`config.mk`:
```
export PLATFORM = sky130hd
export DESIGN_NAME = uirq_ctrl
export DESIGN_NICKNAME = d
export VERILOG_FILES = /design/src/uirq_pkg.sv /design/src/uirq_level_cmp.sv /design/src/uirq_flag.sv /design/src/uirq_ctrl.sv
export SDC_FILE = /design/constraint.sdc
export NUM_CORES = 1
export LEC_CHECK = 0
export BUFFER_PORTS_ARGS = -buffer_cell sky130_fd_sc_hd__buf_2
export CORE_MARGIN = 1.5
export CORE_UTILIZATION = 46
export DETAILED_ROUTE_END_ITERATION = 7
export GPL_TIMING_DRIVEN = 0
export PLACE_DENSITY = 0.75
export SYNTH_ARGS = -nofsm -noshare
export SYNTH_HDL_FRONTEND = slang
export SYNTH_HIERARCHICAL = 1
export SYNTH_SLANG_ARGS = --single-unit
```
`constraint.sdc`:
```
create_clock -name mclk_i -period 2.05 [get_ports mclk_i]
set_clock_uncertainty 0.05 [all_clocks]
set_input_delay 0.205 -clock mclk_i [delete_from_list [all_inputs] [get_ports mclk_i]]
set_output_delay 0.205 -clock mclk_i [all_outputs]
set_load 0.02 [all_outputs]
```
`src/uirq_pkg.sv`:
```
// shared constants for the uart interrupt level and mask slice
`default_nettype none
package uirq_pkg;
    // ------------------------------------------------------------
    // register byte offsets
    // ------------------------------------------------------------
    localparam logic [7:0] UIRQ_OFS_TRIG = 8'h34; // fifo_irq_trigger_level
    localparam logic [7:0] UIRQ_OFS_MASK = 8'h38; // irq_enable_mask
    localparam logic [7:0] UIRQ_OFS_RAW = 8'h3c; // raw status, read only
    localparam logic [7:0] UIRQ_OFS_MSKD = 8'h40; // masked status, read only
    localparam logic [7:0] UIRQ_OFS_CLR = 8'h44; // clear, write only
    // ------------------------------------------------------------
    // field layout
    // ------------------------------------------------------------
    localparam int UIRQ_NSRC = 13; // source bits 12..0
    localparam int UIRQ_TX_LSB = 0; // tx_trigger_select 2:0
    localparam int UIRQ_RX_LSB = 3; // rx_trigger_select 5:3
    localparam int UIRQ_SEL_W = 3;
    localparam int UIRQ_TRIG_W = 6;
    localparam int UIRQ_CTS_BIT = 1;
    localparam int UIRQ_RX_BIT = 4;
    localparam int UIRQ_TX_BIT = 5;
    localparam int UIRQ_RT_BIT = 6;
    localparam int UIRQ_FE_BIT = 7;
    localparam int UIRQ_PE_BIT = 8;
    localparam int UIRQ_BE_BIT = 9;
    localparam int UIRQ_OE_BIT = 10;
    localparam int UIRQ_XOFF_BIT = 11;
    localparam int UIRQ_TXFE_BIT = 12;
    // implemented source bits; 0, 2, 3 are reserved
    localparam logic [12:0] UIRQ_SRC_BITS = 13'h1ff2;
    // ------------------------------------------------------------
    // reset values and trigger codes
    // ------------------------------------------------------------
    localparam logic [2:0] UIRQ_SEL_RST = 3'h2; // one sixteenth
    localparam logic [12:0] UIRQ_MASK_RST = 13'h0000;
    localparam logic [2:0] UIRQ_SEL_64 = 3'h0;
    localparam logic [2:0] UIRQ_SEL_32 = 3'h1;
    localparam logic [2:0] UIRQ_SEL_16 = 3'h2;
    localparam logic [2:0] UIRQ_SEL_8 = 3'h3;
    localparam logic [2:0] UIRQ_SEL_4 = 3'h4;
    localparam logic [2:0] UIRQ_SEL_2 = 3'h5;
    localparam logic [2:0] UIRQ_SEL_34 = 3'h6;
    // ------------------------------------------------------------
    // axi4-lite response codes
    // ------------------------------------------------------------
    localparam logic [1:0] UIRQ_RESP_OKAY = 2'h0;
    localparam logic [1:0] UIRQ_RESP_SLVERR = 2'h2;
endpackage : uirq_pkg
`default_nettype wire

```
`src/uirq_level_cmp.sv`:
```
// fifo fill level against a selected fraction of the fifo depth
`default_nettype none
module uirq_level_cmp
    import uirq_pkg::*;
#(
    parameter int DEPTH = 64, // fifo entries
    parameter int LVL_W = 7 // width of the fill count
) (
    // ---- configuration ----
    input wire logic [2:0] sel_i, // trigger select code
    input wire logic count_empty_i, // 1: compare free space, 0: fill
    // ---- fifo state ----
    input wire logic [LVL_W-1:0] level_i, // entries in use
    // ---- result ----
    output logic hit_o // threshold reached
);
    logic [LVL_W-1:0] amount; // free or used entries
    logic [LVL_W-1:0] thr; // entries needed

    // ------------------------------------------------------------
    // threshold select; 111 behaves as the largest defined step
    // ------------------------------------------------------------
    always_comb begin
        amount = count_empty_i ? LVL_W'(DEPTH) - level_i : level_i;
        case (sel_i)
            UIRQ_SEL_64: thr = LVL_W'(DEPTH / 64);
            UIRQ_SEL_32: thr = LVL_W'(DEPTH / 32);
            UIRQ_SEL_16: thr = LVL_W'(DEPTH / 16);
            UIRQ_SEL_8: thr = LVL_W'(DEPTH / 8);
            UIRQ_SEL_4: thr = LVL_W'(DEPTH / 4);
            UIRQ_SEL_2: thr = LVL_W'(DEPTH / 2);
            UIRQ_SEL_34: thr = LVL_W'((DEPTH * 3) / 4);
            default: thr = LVL_W'((DEPTH * 3) / 4);
        endcase
        hit_o = (amount >= thr);
    end
endmodule : uirq_level_cmp
`default_nettype wire

```
`src/uirq_flag.sv`:
```
// one sticky interrupt status bit, set wins over clear
`default_nettype none
module uirq_flag (
    // ---- clock and reset ----
    input wire logic mclk_i, // bus clock
    input wire logic rst_n_i, // synchronous, active low
    // ---- control ----
    input wire logic set_i, // event
    input wire logic clr_i, // write one to clear
    // ---- state ----
    output logic flag_o // pending
);
    logic flag_reg;
    logic flag_next;

    // ------------------------------------------------------------
    // event in the clearing cycle is kept
    // ------------------------------------------------------------
    always_comb begin
        flag_next = set_i | (flag_reg & ~clr_i);
    end

    always_ff @(posedge mclk_i) begin
        if (!rst_n_i) begin
            flag_reg <= 1'b0;
        end else begin
            flag_reg <= flag_next;
        end
    end

    assign flag_o = flag_reg;
endmodule : uirq_flag
`default_nettype wire

```
`src/uirq_ctrl.sv`:
```
// uart interrupt trigger level and enable mask with axi4-lite access
//
// The AXI4-Lite interface to the registers is this design's own decision.
`default_nettype none
module uirq_ctrl
    import uirq_pkg::*;
#(
    parameter int TX_DEPTH = 64, // transmit fifo entries
    parameter int RX_DEPTH = 64, // receive fifo entries
    parameter int LVL_W = 7 // fill count width
) (
    // ---- clock and reset ----
    input wire logic mclk_i,
    input wire logic rst_n_i,
    // ---- axi4-lite write address ----
    input wire logic [7:0] s_axi_awaddr,
    input wire logic s_axi_awvalid,
    output logic s_axi_awready,
    // ---- axi4-lite write data ----
    input wire logic [31:0] s_axi_wdata,
    input wire logic [3:0] s_axi_wstrb,
    input wire logic s_axi_wvalid,
    output logic s_axi_wready,
    // ---- axi4-lite write response ----
    output logic [1:0] s_axi_bresp,
    output logic s_axi_bvalid,
    input wire logic s_axi_bready,
    // ---- axi4-lite read address ----
    input wire logic [7:0] s_axi_araddr,
    input wire logic s_axi_arvalid,
    output logic s_axi_arready,
    // ---- axi4-lite read data ----
    output logic [31:0] s_axi_rdata,
    output logic [1:0] s_axi_rresp,
    output logic s_axi_rvalid,
    input wire logic s_axi_rready,
    // ---- uart core events and fifo levels ----
    input wire logic [12:0] event_i, // one-cycle pulses, same clock
    input wire logic [LVL_W-1:0] tx_level_i, // tx entries in use
    input wire logic [LVL_W-1:0] rx_level_i, // rx entries in use
    // ---- towards the uart core ----
    output logic [2:0] tx_trigger_select_o,
    output logic [2:0] rx_trigger_select_o,
    output logic [12:0] irq_enable_mask_o,
    output logic [12:0] masked_status_o,
    output logic [12:0] clear_strobe_o, // one-cycle clear pulses
    output logic irq_o // level interrupt
);
    // ------------------------------------------------------------
    // state
    // ------------------------------------------------------------
    typedef struct packed {
        logic [2:0] tx_sel; // transmit trigger select
        logic [2:0] rx_sel; // receive trigger select
        logic [12:0] mask; // enable mask
        logic [7:0] awaddr; // held write address
        logic aw_held; // write address captured
        logic awrdy;
        logic [31:0] wdata; // held write data
        logic [3:0] wstrb;
        logic w_held; // write data captured
        logic wrdy;
        logic bvalid;
        logic [1:0] bresp;
        logic arrdy;
        logic rvalid;
        logic [31:0] rdata;
        logic [1:0] rresp;
        logic [12:0] mskd; // masked status copy
        logic [12:0] clr; // clear pulses
        logic irq;
    } uirq_state_s;

    uirq_state_s st_reg;
    uirq_state_s st_next;

    logic [12:0] raw; // sticky raw status
    logic [12:0] set_vec; // hardware set terms
    logic [12:0] clr_vec; // software clear terms
    logic tx_hit; // tx fifo threshold reached
    logic rx_hit; // rx fifo threshold reached
    logic wr_go; // write both halves present
    logic [7:0] wa; // aligned write address
    logic [7:0] ra; // aligned read address

    // ------------------------------------------------------------
    // fifo level comparators
    // ------------------------------------------------------------
    // one comparator per fifo; tx counts free entries, rx counts used ones
    uirq_level_cmp #(
        .DEPTH(TX_DEPTH),
        .LVL_W(LVL_W)
    ) u_tx_cmp (
        .sel_i(st_reg.tx_sel),
        .count_empty_i(1'b1),
        .level_i(tx_level_i),
        .hit_o(tx_hit)
    );

    uirq_level_cmp #(
        .DEPTH(RX_DEPTH),
        .LVL_W(LVL_W)
    ) u_rx_cmp (
        .sel_i(st_reg.rx_sel),
        .count_empty_i(1'b0),
        .level_i(rx_level_i),
        .hit_o(rx_hit)
    );

    // ------------------------------------------------------------
    // event sources; fifo thresholds join the rx and tx bits
    // ------------------------------------------------------------
    always_comb begin
        set_vec = event_i & UIRQ_SRC_BITS;
        set_vec[UIRQ_RX_BIT] = event_i[UIRQ_RX_BIT] | rx_hit;
        set_vec[UIRQ_TX_BIT] = event_i[UIRQ_TX_BIT] | tx_hit;
    end

    // ------------------------------------------------------------
    // sticky status, one flag per source
    // ------------------------------------------------------------
    // set wins over clear inside each flag, so an event is never lost
    // when software clears the same source in the same cycle
    for (genvar i = 0; i < UIRQ_NSRC; i++) begin : g_flag
        uirq_flag u_flag (
            .mclk_i(mclk_i),
            .rst_n_i(rst_n_i),
            .set_i(set_vec[i]),
            .clr_i(clr_vec[i]),
            .flag_o(raw[i])
        );
    end

    // ------------------------------------------------------------
    // decode helpers
    // ------------------------------------------------------------
    // low two address bits ignored; every register is one aligned word
    // the write decodes the held address, the read the live one, since a
    // read is answered in the cycle right after it is taken
    assign wa = {st_reg.awaddr[7:2], 2'b00};
    assign ra = {s_axi_araddr[7:2], 2'b00};
    assign wr_go = st_reg.aw_held & st_reg.w_held & ~st_reg.bvalid;
    // clear register hit with low byte lanes; zeros do nothing
    always_comb begin
        clr_vec = '0;
        if (wr_go && wa == UIRQ_OFS_CLR) begin
            clr_vec[7:0] = st_reg.wstrb[0] ? st_reg.wdata[7:0] : 8'h00;
            clr_vec[12:8] = st_reg.wstrb[1] ? st_reg.wdata[12:8] : 5'h00;
            clr_vec = clr_vec & UIRQ_SRC_BITS;
        end
    end

    // ------------------------------------------------------------
    // next state
    // ------------------------------------------------------------
    always_comb begin
        st_next = st_reg;
        st_next.clr = clr_vec;
        // write address channel, taken in any order with data
        if (s_axi_awvalid && st_reg.awrdy) begin
            st_next.awaddr = s_axi_awaddr;
            st_next.aw_held = 1'b1;
        end
        // write data channel
        if (s_axi_wvalid && st_reg.wrdy) begin
            st_next.wdata = s_axi_wdata;
            st_next.wstrb = s_axi_wstrb;
            st_next.w_held = 1'b1;
        end
        // response retires first so a new write may start
        if (st_reg.bvalid && s_axi_bready) begin
            st_next.bvalid = 1'b0;
        end
        // perform the write once both halves are held
        // a pending response blocks the next write, so one is in flight at most
        if (wr_go) begin
            st_next.aw_held = 1'b0;
            st_next.w_held = 1'b0;
            st_next.bvalid = 1'b1;
            st_next.bresp = UIRQ_RESP_OKAY;
            case (wa)
                UIRQ_OFS_TRIG: begin
                    // only the low six bits exist
                    if (st_reg.wstrb[0]) begin
                        st_next.tx_sel = st_reg.wdata[UIRQ_TX_LSB +: UIRQ_SEL_W];
                        st_next.rx_sel = st_reg.wdata[UIRQ_RX_LSB +: UIRQ_SEL_W];
                    end
                end
                UIRQ_OFS_MASK: begin
                    // reserved bits stay zero whatever is written
                    if (st_reg.wstrb[0]) begin
                        st_next.mask[7:0] = st_reg.wdata[7:0] & UIRQ_SRC_BITS[7:0];
                    end
                    if (st_reg.wstrb[1]) begin
                        st_next.mask[12:8] = st_reg.wdata[12:8];
                    end
                end
                UIRQ_OFS_RAW, UIRQ_OFS_MSKD, UIRQ_OFS_CLR: begin
                    // read-only status ignores writes; clear works above
                    st_next.bresp = UIRQ_RESP_OKAY;
                end
                default: begin
                    // unmapped offset
                    st_next.bresp = UIRQ_RESP_SLVERR;
                end
            endcase
        end
        // ready flags registered; low while a half is held
        st_next.awrdy = ~st_next.aw_held;
        st_next.wrdy = ~st_next.w_held;
        // arready drops while read data wait, so one read is in flight at most
        // read channel
        if (st_reg.rvalid && s_axi_rready) begin
            st_next.rvalid = 1'b0;
        end
        if (s_axi_arvalid && st_reg.arrdy) begin
            st_next.rvalid = 1'b1;
            st_next.rresp = UIRQ_RESP_OKAY;
            st_next.rdata = 32'h0000_0000;
            case (ra)
                UIRQ_OFS_TRIG: begin
                    st_next.rdata[UIRQ_TX_LSB +: UIRQ_SEL_W] = st_reg.tx_sel;
                    st_next.rdata[UIRQ_RX_LSB +: UIRQ_SEL_W] = st_reg.rx_sel;
                end
                UIRQ_OFS_MASK: begin
                    // plain read of the live mask, nothing changes
                    st_next.rdata[12:0] = st_reg.mask;
                end
                UIRQ_OFS_RAW: begin
                    st_next.rdata[12:0] = raw;
                end
                UIRQ_OFS_MSKD: begin
                    st_next.rdata[12:0] = raw & st_reg.mask;
                end
                UIRQ_OFS_CLR: begin
                    // write-only register reads as zero
                    st_next.rresp = UIRQ_RESP_OKAY;
                end
                default: begin
                    st_next.rresp = UIRQ_RESP_SLVERR;
                end
            endcase
        end
        st_next.arrdy = ~st_next.rvalid;
        // masked status: bit 1 cts, 4 rx, 5 tx, 6 timeout, 7..10 errors,
        // 11 xoff, 12 tx empty; registered so outputs come from flops
        st_next.mskd = raw & st_reg.mask;
        st_next.irq = |(raw & st_reg.mask);
    end

    // ------------------------------------------------------------
    // state register
    // ------------------------------------------------------------
    // synchronous reset; ready flags come up high so the first request
    // may be offered in the cycle right after release
    always_ff @(posedge mclk_i) begin
        if (!rst_n_i) begin
            st_reg <= '0;
            st_reg.tx_sel <= UIRQ_SEL_RST;
            st_reg.rx_sel <= UIRQ_SEL_RST;
            st_reg.mask <= UIRQ_MASK_RST;
            st_reg.awrdy <= 1'b1;
            st_reg.wrdy <= 1'b1;
            st_reg.arrdy <= 1'b1;
        end else begin
            st_reg <= st_next;
        end
    end

    // ------------------------------------------------------------
    // outputs straight from flops
    // ------------------------------------------------------------
    // status copy and irq lag the raw flags by one cycle; a software read
    // of the masked register sees the live product instead
    assign s_axi_awready = st_reg.awrdy;
    assign s_axi_wready = st_reg.wrdy;
    assign s_axi_bvalid = st_reg.bvalid;
    assign s_axi_bresp = st_reg.bresp;
    assign s_axi_arready = st_reg.arrdy;
    assign s_axi_rvalid = st_reg.rvalid;
    assign s_axi_rdata = st_reg.rdata;
    assign s_axi_rresp = st_reg.rresp;
    assign tx_trigger_select_o = st_reg.tx_sel;
    assign rx_trigger_select_o = st_reg.rx_sel;
    assign irq_enable_mask_o = st_reg.mask;
    assign masked_status_o = st_reg.mskd;
    assign clear_strobe_o = st_reg.clr;
    assign irq_o = st_reg.irq;
endmodule : uirq_ctrl
`default_nettype wire

```
==> results.tsv <==
metric	value	unit
worst-r2r-cell-count	6	
synthToLayoutAreaGrowth	27.05	%
vias	4358	
ant_nets	0	
drtPass1Iterations	5	
startpoint	rx_trigger_select_o[2]	
die_h	106.4	um
finalInstanceArea	0.006254	mm^2
num_rows	37	
ir_drop	0.4371	mV
slowest_stage	or3_1	
use_met1	25.36	%
p_int	2.890	mW
grt_pass1_vias	4121	
wl	11.74	mm
grt_max_degree	21	
drt-initial-drc-count	214	
clk_pin_slew_worst_paths	90	ps
largest_reg_flops	23	
fillers	916	
rr_endpoint	g_flag[4].u_flag/flag_o	
grt_usage	21.10	%
required	2250	ps
drc_errors	0	
yosysSeqAreaShare	37.82	%
run_status	complete, no violations	
fin_setup_tns	0	ps
die_area	0.01133	mm^2
post_drt_wl_per_cell	13.29	um
antenna_found_initial	0	
reg2reg_from	rx_trigger_select_o[2]	
core_area	0.01037	mm^2
hpwl	8.791	mm
antenna_cells	0	
htree_num_levels	3	
ys_ff_latch	93	
tightest_slew	852.3	ps
fin_crit	2007	ps
clkPwrFrac	37.2	%
io_pins	173	
busiest_layer	met2	
drive_above_1_share	35.88	%
cts_buffers	9	
port_buffers	114	
routed_via_density	4.935	
max_stage_delay	420	ps
nNetsFinal	842	
combPwrFrac	13.1	%
critPathCaptureType	flop	
fin_ws	42.85	ps
setup_viol	0	
stdcell_count	883	
cts_root_buffer	clkbuf_8	
power.density	617.3	mW/mm^2
synth-main-ff-cell	dfxtp_1	
die_w	106.4	um
min_from	event_i[8]	
critical_path_class	reg -> reg	
clk-insertion-delay-late	360	ps
cts_tree	yes	
worst-path-max-fanout	8	
post-place-cells	853	
max_freq	498.2	MHz
netlist_area	0.004922	mm^2
final_common_cell	buf_2	
critPathLaunchType	flop	
drv_cap	0	
place_ws	-275.8	ps
finalMaxSlewViolations	0	
p_switching	0.9701	mW
p_leak	3.024	nW
seqPwrFrac	49.7	%
synth_area_per_cell	8.869	um^2
crit_chain	or3_1 -> ha_4 -> a211oi_2 -> o2111ai_1 -> or2_4 -> o21a_1	
place_area	0.005843	mm^2
grt-ovfl-total	0	
cp_top_family	simple AND/OR/NAND/NOR gates	
period_share	97.91	%
gr-usage-met2	36.87	%
ff2ff_setup_slack	40	ps
gp_congestion	0.8497	
hold_viol	0	
clock-sinks	93	
synthArstFlopShare	0	%
holdPathEnd	g_flag[8].u_flag/flag_o	
syn_inst	555	
synth_edf_count	0	
yosysWarnings	6	
synth_cell_type_count	54	
hp-class	in -> reg	
grt_pass1_wl	19.13	mm
gr-usage-met3	4.414	%
start_util	47.47	%
worst_ep_arrival_time	2210	ps
final_cell_mix	116 x buf_2, 92 x buf_4, 87 x dfxtp_1, 67 x nand2_1, 50 x conb_1	
slew_headroom	42.71	%
cts_buffer_depth	2	
hold_depth	2	
critPathBufInv	0	
swShare	25.13	%
-- cell families (layout without fill, tap and decap cells) --
| kind of cell | count (synthesis) | in the layout | synth area share (%) |
|---|---|---|---|
| AND/OR/NAND/NOR | 193 | 193 | 24.22 |
| buffers and inverters | 119 | 263 | 15.53 |
| AO/OA/AOI/OAI | 114 | 114 | 14.84 |
| flip-flops | 93 | 93 | 37.82 |
| adder cells (fa/ha/maj) | 14 | 14 | 3.559 |
| multiplexers | 12 | 12 | 2.440 |
| XOR/XNOR | 8 | 8 | 1.424 |
| other | 2 | 50 | 0.1526 |
-- layout make-up --
type	count	area, um^2	share of cell area [%]
plain buffers	98	685.7	10.96
clock buffers	9	123.9	1.981
clock inverters	7	113.9	1.821
inverters	21	78.83	1.261
multi-input cells	391	2514	40.20
flip-flops and latches	93	1884	30.13
well taps	136	170.2	2.721
repair buffers	128	683.2	10.92
-- cell usage after synthesis, types with 6 or more instances --
master / n / area [um^2]
and2_1: 13 / 81.33
clkbuf_1: 13 / 48.80
inv_1: 20 / 75.07
o21a_1: 13 / 97.59
nand2_1: 67 / 251.5
xnor2_1: 8 / 70.07
o21ai_1: 12 / 60.06
nand2b_1: 9 / 56.30
mux2i_1: 12 / 120.1
nand3_1: 11 / 55.05
nor4_1: 6 / 37.54
nor2_1: 13 / 48.80
dfxtp_1: 93 / 1862
a21oi_1: 26 / 130.1
ha_1: 14 / 175.2
o21ai_0: 22 / 110.1
nor2b_4: 13 / 178.9
nor3_1: 6 / 30.03
a22oi_1: 20 / 150.1
and3_1: 20 / 125.1
buf_4: 81 / 608.1
-- worst max-delay path by stage --
stage	end	slack (ps)	cells past startpoint
2_1_floorplan	g_flag[5].u_flag/flag_o	30	11
3_3_place_gp	g_flag[5].u_flag/flag_o	-200	12
3_5_place_dp	g_flag[5].u_flag/flag_o	-280	12
4_1_cts	g_flag[4].u_flag/flag_o	10	6
5_1_grt	g_flag[5].u_flag/flag_o	-9	6
6_report	g_flag[4].u_flag/flag_o	40	6
-- power by group through the flow --
stage | Combinational, mW | Sequential (mW) | Clock, mW
after floorplan | 0.342 | 1.96 | 0
after global placement | 0.473 | 1.96 | 0
after detailed placement | 0.489 | 1.97 | 0
after CTS | 0.500 | 1.92 | 1.45
after global routing | 0.564 | 1.93 | 1.53
final | 0.507 | 1.92 | 1.43
-- through the flow --
stage | hold slack, ps | util (%) | power [mW]
floorplan | 272.5 | - | 2.299
global placement | 365.5 | 56.35 | 2.436
detailed placement | 365.9 | 56.35 | 2.457
CTS | 8.625 | 59.41 | 3.873
global route | 2.365 | 60.30 | 4.023
finish | 17.35 | 60.30 | 3.860
-- per-layer routing --
metal	up-vias	wire (um)	part of all wire (%)
met5	-	0	0
met4	0	236	2.0
met3	26	773	6.6
met2	179	5740	49
met1	1986	4985	42
li1	2167	-	-
-- repair_timing --
| item | 4_1_cts | 5_1_grt |
|---|---|---|
| hold buffers | 3 | 0 |
| setup buffers | 3 | 8 |
| endpoints found under the setup margin | 2 | 10 |
| endpoints found under the hold margin | 3 | 0 |
| gates resized for setup | 12 | 7 |
| pin swaps | 0 | 2 |
(Power assumes the default switching activity.)
